[config.mk]
export PLATFORM = sky130hd
export DESIGN_NAME = ied_decoder
export DESIGN_NICKNAME = d
export VERILOG_FILES = /design/src/design/ied_pkg.sv /design/src/design/ied_decoder.sv
export SDC_FILE = /design/constraint.sdc
export NUM_CORES = 1
export LEC_CHECK = 0
export BUFFER_PORTS_ARGS = -buffer_cell sky130_fd_sc_hd__buf_2
export CORE_UTILIZATION = 55
export CTS_CLUSTER_SIZE = 20
export DETAILED_ROUTE_END_ITERATION = 10
export PLACE_DENSITY = 0.81
export SLEW_MARGIN = 10
export SYNTH_ARGS = -nofsm -noshare
export SYNTH_HDL_FRONTEND = slang
export SYNTH_SLANG_ARGS = --single-unit
export TNS_END_PERCENT = 30
[constraint.sdc]
create_clock -name ref_clk -period 3.2 [get_ports ref_clk]
set_input_delay 0.32 -clock ref_clk [delete_from_list [all_inputs] [get_ports ref_clk]]
set_output_delay 0.32 -clock ref_clk [all_outputs]
set_load 0.02 [all_outputs]
[src/design/ied_pkg.sv]
// Purpose: Shared constants and types for the 32-bit instruction decoder slice
// Assumes: Bit 0 of an instruction is its most significant bit
// Notes: Field positions are given as packed indices of a [31:0] word
package ied_pkg;

  // ----------------------------------------------------------------
  // Field positions and opcode values
  // ----------------------------------------------------------------
  localparam int IED_PRI_MSB = 31;            // Primary opcode, bits 0..5
  localparam int IED_PRI_LSB = 26;
  localparam logic [5:0] IED_OP_X = 6'h1F;    // 011111 register forms
  localparam logic [5:0] IED_OP_I16 = 6'h1C;  // 011100 imm16 forms
  localparam logic [5:0] IED_OP_SCI = 6'h06;  // 000110 scaled imm8 / disp8
  localparam logic [5:0] IED_OP_BR = 6'h1E;   // 011110 branches
  localparam logic [5:0] IED_OP_LBZ = 6'h0C;  // 001100
  localparam logic [5:0] IED_OP_LHA = 6'h0E;  // 001110
  localparam logic [5:0] IED_OP_LHZ = 6'h16;  // 010110
  localparam logic [5:0] IED_OP_LWZ = 6'h14;  // 010100

  // Extended trailing subfields (bits 26..30)
  localparam logic [4:0] IED_XT_CMP = 5'h00;
  localparam logic [4:0] IED_XT_CR = 5'h01;
  localparam logic [4:0] IED_XT_DCR = 5'h03;
  localparam logic [4:0] IED_XT_ARTH = 5'h08;
  localparam logic [4:0] IED_XT_MDIV = 5'h0B;
  localparam logic [4:0] IED_XT_CMPH = 5'h0E;
  localparam logic [4:0] IED_XT_MCR = 5'h10;
  localparam logic [4:0] IED_XT_MSR = 5'h12;
  localparam logic [4:0] IED_XT_MFR = 5'h13;
  localparam logic [4:0] IED_XT_LRSV = 5'h14;
  localparam logic [4:0] IED_XT_CACHE = 5'h16;
  localparam logic [4:0] IED_XT_LDX = 5'h17;
  localparam logic [4:0] IED_XT_ROT = 5'h18;
  localparam logic [4:0] IED_XT_EXT = 5'h1A;
  localparam logic [4:0] IED_XT_LOG = 5'h1C;

  // ----------------------------------------------------------------
  // Decoded operation classes
  // ----------------------------------------------------------------
  typedef enum logic [6:0] {
    IED_ILLEGAL, IED_BRANCH_LINK,
    IED_CMP_W, IED_CMPL_W, IED_CMPH, IED_CMPHL,
    IED_CMP_IMM, IED_CMPL_IMM, IED_CMPH_IMM, IED_CMPHL_IMM,
    IED_CNTLZW,
    IED_CR_AND, IED_CR_ANDC, IED_CR_EQV, IED_CR_NAND, IED_CR_NOR, IED_CR_OR,
    IED_CR_ORC, IED_CR_XOR,
    IED_DC_ALLOC, IED_DC_FLUSH, IED_DC_INV, IED_DC_STORE, IED_DC_TOUCH,
    IED_DC_TOUCH_ST, IED_DC_ZERO,
    IED_DIVW, IED_DIVWU, IED_EXTSB, IED_EXTSH,
    IED_EQV, IED_NAND, IED_NOR, IED_OR, IED_ORC,
    IED_LD_BZ, IED_LD_HA, IED_LD_HZ, IED_LD_WZ,
    IED_LD_BZU, IED_LD_HAU, IED_LD_HZU, IED_LD_WZU, IED_LD_MW,
    IED_LD_BZX, IED_LD_BZUX, IED_LD_HAX, IED_LD_HAUX, IED_LD_HZX, IED_LD_HZUX,
    IED_LD_WZX, IED_LD_WZUX, IED_LD_HBRX, IED_LD_WBRX, IED_LD_WARX,
    IED_LIS,
    IED_MF_CR, IED_MF_MSR, IED_MF_SPR, IED_MT_SPR, IED_MT_MSR, IED_MT_CRF,
    IED_MF_DCR, IED_MT_DCR, IED_MCRF, IED_MCRXR,
    IED_MBAR, IED_MSYNC, IED_IC_INV, IED_IC_TOUCH,
    IED_MULLW, IED_MULHW, IED_MULHWU, IED_MUL_IMM,
    IED_NEG, IED_OR_IMM, IED_OR_IMM_SH, IED_ORI, IED_RLW
  } ied_op_e;

  // Decoded result handed to the pipeline
  typedef struct packed {
    ied_op_e op;      // Operation class
    logic rec_cr;     // Condition register update variant
    logic rec_ov;     // Overflow recording variant
    logic illegal;    // No pattern matched
  } ied_dec_s;

endpackage : ied_pkg

[src/design/ied_decoder.sv]
// Purpose: Registered decoder for a slice of the 32-bit instruction encodings
// Assumes: One instruction offered per cycle with a valid strobe
// Notes: Result appears one cycle after the instruction is offered
`timescale 1ns/1ns
module ied_decoder (
  input wire logic ref_clk,
  input wire logic sys_rst,
  input wire logic instr_valid,
  input wire logic [31:0] instr_word,
  output ied_pkg::ied_dec_s dec_out,
  output logic dec_valid
);
  import ied_pkg::*;

  // ----------------------------------------------------------------
  // Field extraction
  // ----------------------------------------------------------------
  logic [5:0] pri;     // Bits 0..5, top of word
  logic [4:0] xlead;   // Bits 21..25
  logic [4:0] xtrail;  // Bits 26..30
  logic fin;           // Bit 31, the word lsb
  logic [4:0] sub;     // Bits 16..20, intermediate subcode
  logic [2:0] d8sel;   // Bits 21..23 of disp8 form
  logic [2:0] bfhi;    // Bits 6..8 of scaled imm8 compare
  ied_dec_s dec_d;     // Combinational decode
  ied_dec_s dec_q;     // Registered decode
  logic vld_q;         // Registered valid

  // Numbering puts instruction bit 0 at word bit 31
  assign pri = instr_word[IED_PRI_MSB:IED_PRI_LSB];
  assign xlead = instr_word[10:6];
  assign xtrail = instr_word[5:1];
  assign fin = instr_word[0];
  assign sub = instr_word[15:11];
  assign d8sel = instr_word[10:8];
  assign bfhi = instr_word[25:23];

  // ----------------------------------------------------------------
  // Register-form decode under primary 011111
  // ----------------------------------------------------------------
  function automatic ied_dec_s dec_x(input logic [4:0] ld, input logic [4:0] tr, input logic f);
    ied_dec_s r;
    r = '{op: IED_ILLEGAL, rec_cr: 1'b0, rec_ov: 1'b0, illegal: 1'b1};
    case (tr)
      IED_XT_CMP: begin
        if (ld == 5'h00) r.op = IED_CMP_W;
        else if (ld == 5'h01) r.op = IED_CMPL_W;
        else if (ld == 5'h10) r.op = IED_MCRXR;
      end
      IED_XT_CMPH: begin
        if (ld == 5'h00) r.op = IED_CMPH;
        else if (ld == 5'h01) r.op = IED_CMPHL;
      end
      IED_XT_CR: begin
        case (ld)
          5'h08: r.op = IED_CR_AND;
          5'h04: r.op = IED_CR_ANDC;
          5'h09: r.op = IED_CR_EQV;
          5'h07: r.op = IED_CR_NAND;
          5'h01: r.op = IED_CR_NOR;
          5'h0E: r.op = IED_CR_OR;
          5'h0D: r.op = IED_CR_ORC;
          5'h06: r.op = IED_CR_XOR;
          default: r.op = IED_ILLEGAL;
        endcase
      end
      IED_XT_CACHE: begin
        case (ld)
          5'h17: r.op = IED_DC_ALLOC;
          5'h02: r.op = IED_DC_FLUSH;
          5'h0E: r.op = IED_DC_INV;
          5'h01: r.op = IED_DC_STORE;
          5'h08: r.op = IED_DC_TOUCH;
          5'h07: r.op = IED_DC_TOUCH_ST;
          5'h1F: r.op = IED_DC_ZERO;
          5'h18: r.op = IED_LD_HBRX;
          5'h10: r.op = IED_LD_WBRX;
          5'h1A: r.op = IED_MBAR;
          5'h12: r.op = IED_MSYNC;
          5'h1E: r.op = IED_IC_INV;
          5'h00: r.op = IED_IC_TOUCH;
          default: r.op = IED_ILLEGAL;
        endcase
      end
      IED_XT_MDIV: begin
        // Divides: msb of leading field marks overflow form
        if (ld[3:0] == 4'hF) begin
          r.op = IED_DIVW;
          r.rec_ov = ld[4];
        end else if (ld[3:0] == 4'hE) begin
          r.op = IED_DIVWU;
          r.rec_ov = ld[4];
        end else if (ld[3:0] == 4'h7) begin
          r.op = IED_MULLW;
          r.rec_ov = ld[4];
        end else if (ld[3:0] == 4'h2) r.op = IED_MULHW;
        else if (ld[3:0] == 4'h0) r.op = IED_MULHWU;
        r.rec_cr = f;
      end
      IED_XT_EXT: begin
        if (ld == 5'h00) r.op = IED_CNTLZW;
        else if (ld == 5'h1D) r.op = IED_EXTSB;
        else if (ld == 5'h1C) r.op = IED_EXTSH;
        r.rec_cr = f;
      end
      IED_XT_LOG: begin
        case (ld)
          5'h08: r.op = IED_EQV;
          5'h0E: r.op = IED_NAND;
          5'h03: r.op = IED_NOR;
          5'h0D: r.op = IED_OR;
          5'h0C: r.op = IED_ORC;
          default: r.op = IED_ILLEGAL;
        endcase
        r.rec_cr = f;
      end
      IED_XT_LDX: begin
        case (ld)
          5'h02: r.op = IED_LD_BZX;
          5'h03: r.op = IED_LD_BZUX;
          5'h0A: r.op = IED_LD_HAX;
          5'h0B: r.op = IED_LD_HAUX;
          5'h08: r.op = IED_LD_HZX;
          5'h09: r.op = IED_LD_HZUX;
          5'h00: r.op = IED_LD_WZX;
          5'h01: r.op = IED_LD_WZUX;
          default: r.op = IED_ILLEGAL;
        endcase
      end
      IED_XT_LRSV: if (ld == 5'h00) r.op = IED_LD_WARX;
      IED_XT_MFR: begin
        if (ld == 5'h00) r.op = IED_MF_CR;
        else if (ld == 5'h02) r.op = IED_MF_MSR;
        else if (ld == 5'h0A) r.op = IED_MF_SPR;
        else if (ld == 5'h0E) r.op = IED_MT_SPR;
      end
      IED_XT_MSR: if (ld == 5'h04) r.op = IED_MT_MSR;
      IED_XT_MCR: begin
        if (ld == 5'h04) r.op = IED_MT_CRF;
        else if (ld == 5'h00) r.op = IED_MCRF;
      end
      IED_XT_DCR: begin
        if (ld == 5'h0A) r.op = IED_MF_DCR;
        else if (ld == 5'h0E) r.op = IED_MT_DCR;
      end
      IED_XT_ARTH: begin
        if (ld[3:0] == 4'h3) begin
          r.op = IED_NEG;
          r.rec_ov = ld[4];
        end
        r.rec_cr = f;
      end
      IED_XT_ROT: begin
        if (ld == 5'h08) r.op = IED_RLW;
        r.rec_cr = f;
      end
      default: r.op = IED_ILLEGAL;
    endcase
    r.illegal = (r.op == IED_ILLEGAL);
    if (r.illegal) begin
      r.rec_cr = 1'b0;
      r.rec_ov = 1'b0;
    end
    return r;
  endfunction : dec_x

  // ----------------------------------------------------------------
  // Top-level decode by primary opcode
  // ----------------------------------------------------------------
  always_comb begin
    dec_d = '{op: IED_ILLEGAL, rec_cr: 1'b0, rec_ov: 1'b0, illegal: 1'b1};
    case (pri)
      IED_OP_BR: begin
        // Only the 24-bit form with link belongs to this slice
        if (!instr_word[25] && fin) dec_d.op = IED_BRANCH_LINK;
      end
      IED_OP_X: dec_d = dec_x(xlead, xtrail, fin);
      IED_OP_I16: begin
        case (sub)
          5'h13: dec_d.op = IED_CMP_IMM;
          5'h15: dec_d.op = IED_CMPL_IMM;
          5'h16: dec_d.op = IED_CMPH_IMM;
          5'h17: dec_d.op = IED_CMPHL_IMM;
          5'h1C: dec_d.op = IED_LIS;
          5'h14: dec_d.op = IED_MUL_IMM;
          5'h18: dec_d.op = IED_OR_IMM;
          5'h1A: dec_d.op = IED_OR_IMM_SH;
          default: dec_d.op = IED_ILLEGAL;
        endcase
      end
      IED_OP_SCI: begin
        case (sub)
          5'h15: begin
            if (bfhi == 3'h0) dec_d.op = IED_CMP_IMM;
            else if (bfhi == 3'h1) dec_d.op = IED_CMPL_IMM;
          end
          5'h00: begin
            case (d8sel)
              3'h0: dec_d.op = IED_LD_BZU;
              3'h1: dec_d.op = IED_LD_HZU;
              3'h2: dec_d.op = IED_LD_WZU;
              3'h3: dec_d.op = IED_LD_HAU;
              default: dec_d.op = IED_ILLEGAL;
            endcase
          end
          5'h01: if (d8sel == 3'h0) dec_d.op = IED_LD_MW;
          5'h14: dec_d.op = IED_MUL_IMM;
          5'h1A: dec_d.op = IED_ORI;
          5'h1B: begin
            dec_d.op = IED_ORI;
            dec_d.rec_cr = 1'b1;
          end
          default: dec_d.op = IED_ILLEGAL;
        endcase
      end
      IED_OP_LBZ: dec_d.op = IED_LD_BZ;
      IED_OP_LHA: dec_d.op = IED_LD_HA;
      IED_OP_LHZ: dec_d.op = IED_LD_HZ;
      IED_OP_LWZ: dec_d.op = IED_LD_WZ;
      default: dec_d.op = IED_ILLEGAL;
    endcase
    dec_d.illegal = (dec_d.op == IED_ILLEGAL);
  end

  // ----------------------------------------------------------------
  // Output registers
  // ----------------------------------------------------------------
  // Decode held when no new instruction arrives
  always_ff @(posedge ref_clk) begin
    if (sys_rst) begin
      dec_q <= '{op: IED_ILLEGAL, rec_cr: 1'b0, rec_ov: 1'b0, illegal: 1'b0};
    end else if (instr_valid) begin
      dec_q <= dec_d;
    end
  end

  // Valid follows the input strobe by one cycle
  always_ff @(posedge ref_clk) begin
    if (sys_rst) vld_q <= 1'b0;
    else vld_q <= instr_valid;
  end

  assign dec_out = dec_q;
  assign dec_valid = vld_q;
endmodule : ied_decoder

== Word level (Yosys, flattened, before mapping) ==
Memories as Yosys holds them, arrays and structs flattened.
Index checks and enable logic that the tools add are counted.
Operators by class
  eq/ne operators: 48
  reduce and logical (&&, ||, !) cells: 12
  multiplexer cells: 47
Operators by type and width (number)
  $mux 7: 17
  $pmux 7 s15: 1
  $eq 5x5->1 const B: 16
  $pmux 7 s8: 1
  $mux 6: 9
  $eq 5x4->1 const B: 8
  $pmux 7 s5: 1
  $eq 6x5->1 const B: 5
  $pmux 6 s5: 1
  $pmux 6 s4: 1
  $eq 5x1->1 const B: 3
  $eq 5x2->1 const B: 3
  $logic_not 5->1: 3
  $logic_not 7->1: 2
  $eq 6x4->1 const B: 2
  $mux 3: 4
  $eq 4x2->1 const B: 2
  $eq 4x4->1 const B: 2
  $mux 1: 7
  $eq 3x1->1 const B: 2
  $eq 3x2->1 const B: 2
  $eq 6x3->1 const B: 1
  $logic_not 3->1: 2
  $eq 5x3->1 const B: 1
  other kinds (9): 11
Word-level totals
  bits in registers: 11
  memories: 4
  bits in read-only memories: 624
  bits of input ports: 35
  logic and storage cells: 116
Memory list
  (name not given): words 32, width 7, read ports 1, clocked after Yosys merged registers in 0, write ports 0, line ied_decoder.sv:68  | case (ld)
  (name not given): words 32, width 7, read ports 1, clocked after Yosys merged registers in 0, write ports 0, line ied_decoder.sv:179  | case (sub)
  (name not given): words 16, width 6, read ports 1, clocked after Yosys merged registers in 0, write ports 0, line ied_decoder.sv:118  | case (ld)
  (name not given): words 16, width 5, read ports 1, clocked after Yosys merged registers in 0, write ports 0, line ied_decoder.sv:55  | case (ld)

== Depth between registers and ports, before layout ==
  depth after elaboration: 11
  depth in mapped cells: 11

== Least setup slack after synthesis ==
OpenSTA, ideal clock, no wires.
  kind: input to register
  from: input instr_word[6]
  to: register dec_q, in the netlist dec_out[2]
  setup time: 0.134 ns
  data arrival time: 2.325 ns
  stages: 9
  path buffers: 0
  path slack: 0.741 ns
  data required time: 3.066 ns
  cell sequence: inv_1 ha_1 nor4bb_1 and3_1 a2111oi_2 or4b_1 or3_1 nor4_2 nor4_1
On the way
  cells in the longest elaborated chain, start to end: 11
  elaborated cells on any way between the ends: 55
RTL lines
  start: declaration: line ied_decoder.sv:9  | input wire logic [31:0] instr_word,
  $logic_not 4->1: line ied_decoder.sv:97  | else if (ld[3:0] == 4'h0) r.op = IED_MULHWU;
  $mux 7: line ied_decoder.sv:97
  $mux 7: line ied_decoder.sv:96  | end else if (ld[3:0] == 4'h2) r.op = IED_MULHW;
  $mux 7: line ied_decoder.sv:93  | end else if (ld[3:0] == 4'h7) begin
  $mux 7: line ied_decoder.sv:90  | end else if (ld[3:0] == 4'hE) begin
  $mux 7: line ied_decoder.sv:87  | if (ld[3:0] == 4'hF) begin
  $pmux 7 s15 (*): line ied_decoder.sv:44  | case (tr)
  $mux 7 (*): line ied_decoder.sv:172  | case (pri)
  $logic_not 7->1 (*): line ied_decoder.sv:159  | r.illegal = (r.op == IED_ILLEGAL);
  $mux 2 (*): line ied_decoder.sv:160  | if (r.illegal) begin
  $pmux 1 s2 (*): line ied_decoder.sv:172
  end signal: assignment: line ied_decoder.sv:231  | dec_q <= '{op: IED_ILLEGAL, rec_cr: 1'b0, rec_ov: 1'b0, illegal: 1'b0};
  end: declaration: line ied_decoder.sv:26  | ied_dec_s dec_q;
Every way passes the cells marked *; elsewhere a longest branch is shown, timed or not. The select of a mux whose other input is x is not followed.
A chain may end at the register's enable or synchronous reset.

== Worst setup path in the final report ==
  from: input instr_word[7]
  to: register dec_q, in the netlist dec_out[2]
Same word-level chain as after synthesis.

==> impl_metrics.csv <==
group,metric,value,unit
synth,netlist-cell-type-count,67,
sta,rsz0062_at_grt,"no",
placed_design,post-dp-hpwl,4.687,mm
placed_design,dpl_worst_slack,282.1,ps
routing,dr.pass1.iters,7,
pwr,pwr-share-clk,21.0,%
setup_path,critPathLaunch,"instr_word[7]",
grt,grt.total_usage,30.45,%
routing,postRouteAntennaNets,0,
pwr,leakage,0.8366,nW
die,die_h,61.95,µm
clock_network,cts_resized,0,
sta,post-route-min-period,2693,ps
grt,grt_overflow,0,
sta,relSlewSlack,59.83,%
die,dieArea,3838,µm²
pwr,swShare,39.62,%
routing,num_vias,2422,
clock_network,cts_made_buffers,3,
status,run_status,"finished clean",
synth,synth-seq-area-share,11.14,%
die,std_cell_rows,21,
clock_network,hold_buffers,0,
synth,async_flop_share,0,%
final_layout,nFillCells,340,
synth,synth-seq-cells,11,
die,start_util,58.32,%
setup_path,required,3350,ps
hold_path,worstHoldStart,"sys_rst",
synth,avgSynthCellArea,6.612,µm²
final_layout,drive_gt1_share,16.82,%
routing,totalWireLength,5.957,mm
routing,routedWlPerCell,16.23,µm
clock_network,cts_buffer_depth,2,
pwr,irDropWorstVdd,104.1,µV
pwr,seqPwrFrac,33.7,%
clock_network,cts.clk_slew.worst_paths,70,ps
sta,hold_violations,0,
final_layout,syn_to_final_growth,9.620,%
sta,tightest_slew,587.4,ps
setup_path,critPathMaxFanout,9,
clock_network,cts_root_buffer,"clkbuf_4",
pwr,p_comb_share,45.3,%
grt,grt_max_degree,27,
synth,synth_edf_count,0,
sta,setup_viol,0,
pwr,power_density,201.2,nW/µm²
sta,final.setup.tns,0,ps
clock_network,postCtsSetupBuffers,0,
routing,drc,0,
synth,synth_area,1977,µm²
synth,ys_warn_count,0,
synth,synth_nets,339,
die,dieWidth,61.95,µm
hold_path,min_path_type,"in -> reg",
sta,fmax,0.3713,GHz
sta,timing.final.crit_share,84.17,%
sta,slew_violations,0,
setup_path,crit_type,"in -> reg",
final_layout,num_antenna_cells,0,
synth,synth_ff_type,"dfxtp_1",
routing,first_iter_violations,281,
die,core,3390,µm²
grt,grt_pass1_wl,8.804,mm
clock_network,cts_tree,"done",
placed_design,place.gp.congestion,1.075,
flow_run,drv_cap,0,
clock_network,htreeDepth,1,
final_layout,final_core_util,63.93,%
die,io_pins,46,
setup_path,cp.arrival,2840,ps
clock_network,clock-sinks,11,
clock_network,clk_latency,270,ps
grt,antenna_found_initial,0,
synth,syn_inst,299,
sta,fin_ws,506.6,ps
placed_design,io_buffers,38,
pwr,p_int,263.3,µW
setup_path,crit_path_end_kind,"register",
setup_path,r2r_start,"dec_out[0]",
sta,fin_skew,0,ps
grt,grt_pass1_vias,1902,
pwr,p_switching,172.8,µW
final_layout,fin_nets,362,
setup_path,cp-start-kind,"primary input",
routing,via_per_inst,6.599,
worst max-delay path, stage by stage:
cell,delay (ps)
buf_2,180
inv_1,110
ha_1,300
nor4bb_1,190
and3_1,210
a2111oi_2,410
or4b_1,520
or3_1,380
nor4_2,150
nor4_1,70
placed cells by master, fill, tap and decap left out, types with 3 or more instances in the layout:
| cell | count |
|---|---|
| nor4b_1 | 3 |
| nor3_1 | 9 |
| o21ai_0 | 11 |
| nor4bb_1 | 3 |
| nand4_1 | 6 |
| nand2_1 | 23 |
| or4b_1 | 3 |
| nand3_1 | 11 |
| dfxtp_1 | 11 |
| o31ai_1 | 4 |
| nor3b_1 | 4 |
| or3_1 | 8 |
| and2_1 | 4 |
| a21oi_1 | 24 |
| o32ai_1 | 4 |
| xnor2_1 | 4 |
| nand3b_1 | 3 |
| a211oi_1 | 9 |
| nor4_1 | 5 |
| inv_1 | 12 |
| buf_2 | 38 |
| o21ai_1 | 3 |
| nand2b_1 | 8 |
| a31oi_1 | 6 |
| nor2_1 | 33 |
| o211ai_1 | 3 |
| nor2b_1 | 7 |
| ha_1 | 5 |
| buf_4 | 4 |
| clkbuf_4 | 3 |
| o22ai_1 | 6 |
per-stage QoR:
stage / power (mW) / area (µm²) / cells / hold slack, ps
floorplan: 0.2878 / 1977 / 299 / 543.8
global placement: 0.3402 / 2141 / 363 / 454.3
detailed placement: 0.3432 / 2141 / 363 / 469.4
CTS: 0.4313 / 2167 / 367 / 358.6
global route: 0.4658 / 2167 / 367 / 387.1
finish: 0.4361 / 2167 / 367 / 361.2
path summary, 6_finish.rpt:
check / end / slack (ps) / depth (start not counted)
worst max-delay path: dec_out[2] / 510 / 10
worst max register to register: dec_out[0] / 2460 / 2
worst min register to register: dec_out[1] / 480 / 2
worst min-delay path: dec_valid / 360 / 2
Yosys cell counts (all sizes together) (3+ instances only):
cell type | instances | area share, %
inv | 13 | 2.5
or3b | 3 | 1.3
clkbuf | 9 | 1.7
a211oi | 9 | 3.4
nand2b | 8 | 2.5
nand2 | 23 | 4.4
and2 | 6 | 2.0
xnor2 | 4 | 1.8
o22ai | 6 | 1.9
o32ai | 4 | 1.8
nor3b | 4 | 1.5
nor2 | 33 | 6.3
a31oi | 6 | 1.9
nand3b | 3 | 1.1
o211ai | 3 | 1.1
o31ai | 4 | 1.5
nor4bb | 3 | 1.5
o21ai | 14 | 3.5
or4b | 4 | 2.2
nor2b | 7 | 2.2
ha | 5 | 3.2
nand4 | 6 | 1.9
a21oi | 25 | 6.5
nand3 | 11 | 2.8
dfxtp | 11 | 11
nor4b | 3 | 1.3
or3 | 8 | 2.5
nor4 | 6 | 2.2
buf | 15 | 4.1
a2111oi | 4 | 2.4
nor3 | 10 | 2.8
flip-flops by register name, summed over array words and instances (netlist names):
signal     count
dec_valid      1
dec_out       10
routing by layer:
layer	share of wire, %	vias to the layer above	GRT usage, %
li1	-	1175	-
met1	45	1086	45.29
met2	44	146	46.50
met3	10	15	4.555
met4	1.4	0	5.397
met5	0	-	0
power groups by stage:
stage / combinational (mW) / sequential [mW] / clock (mW)
final: 0.198 / 0.147 / 0.0914
after global routing: 0.217 / 0.148 / 0.101
after CTS: 0.194 / 0.147 / 0.0906
after detailed placement: 0.193 / 0.150 / 0
after global placement: 0.191 / 0.150 / 0
after floorplan: 0.129 / 0.159 / 0
final cells by class:
class,instances,area (µm²),area share (%)
clock buffers,4,26.28,1.212
inverters,13,48.80,2.252
multi-input cells,251,1594,73.56
flip-flops and latches,11,220.2,10.16
well taps,46,57.56,2.656
repair buffers,42,220.2,10.16
logic make-up after synthesis:
logic type,share of synthesized area (%)
mux,0.5063
xor+xnor,2.215
buf+inv,8.228
compound gates,30.95
fa+ha+maj,3.671
flops,11.14
simple gates,43.29
Note: power is estimated with default switching activity, not from simulation.
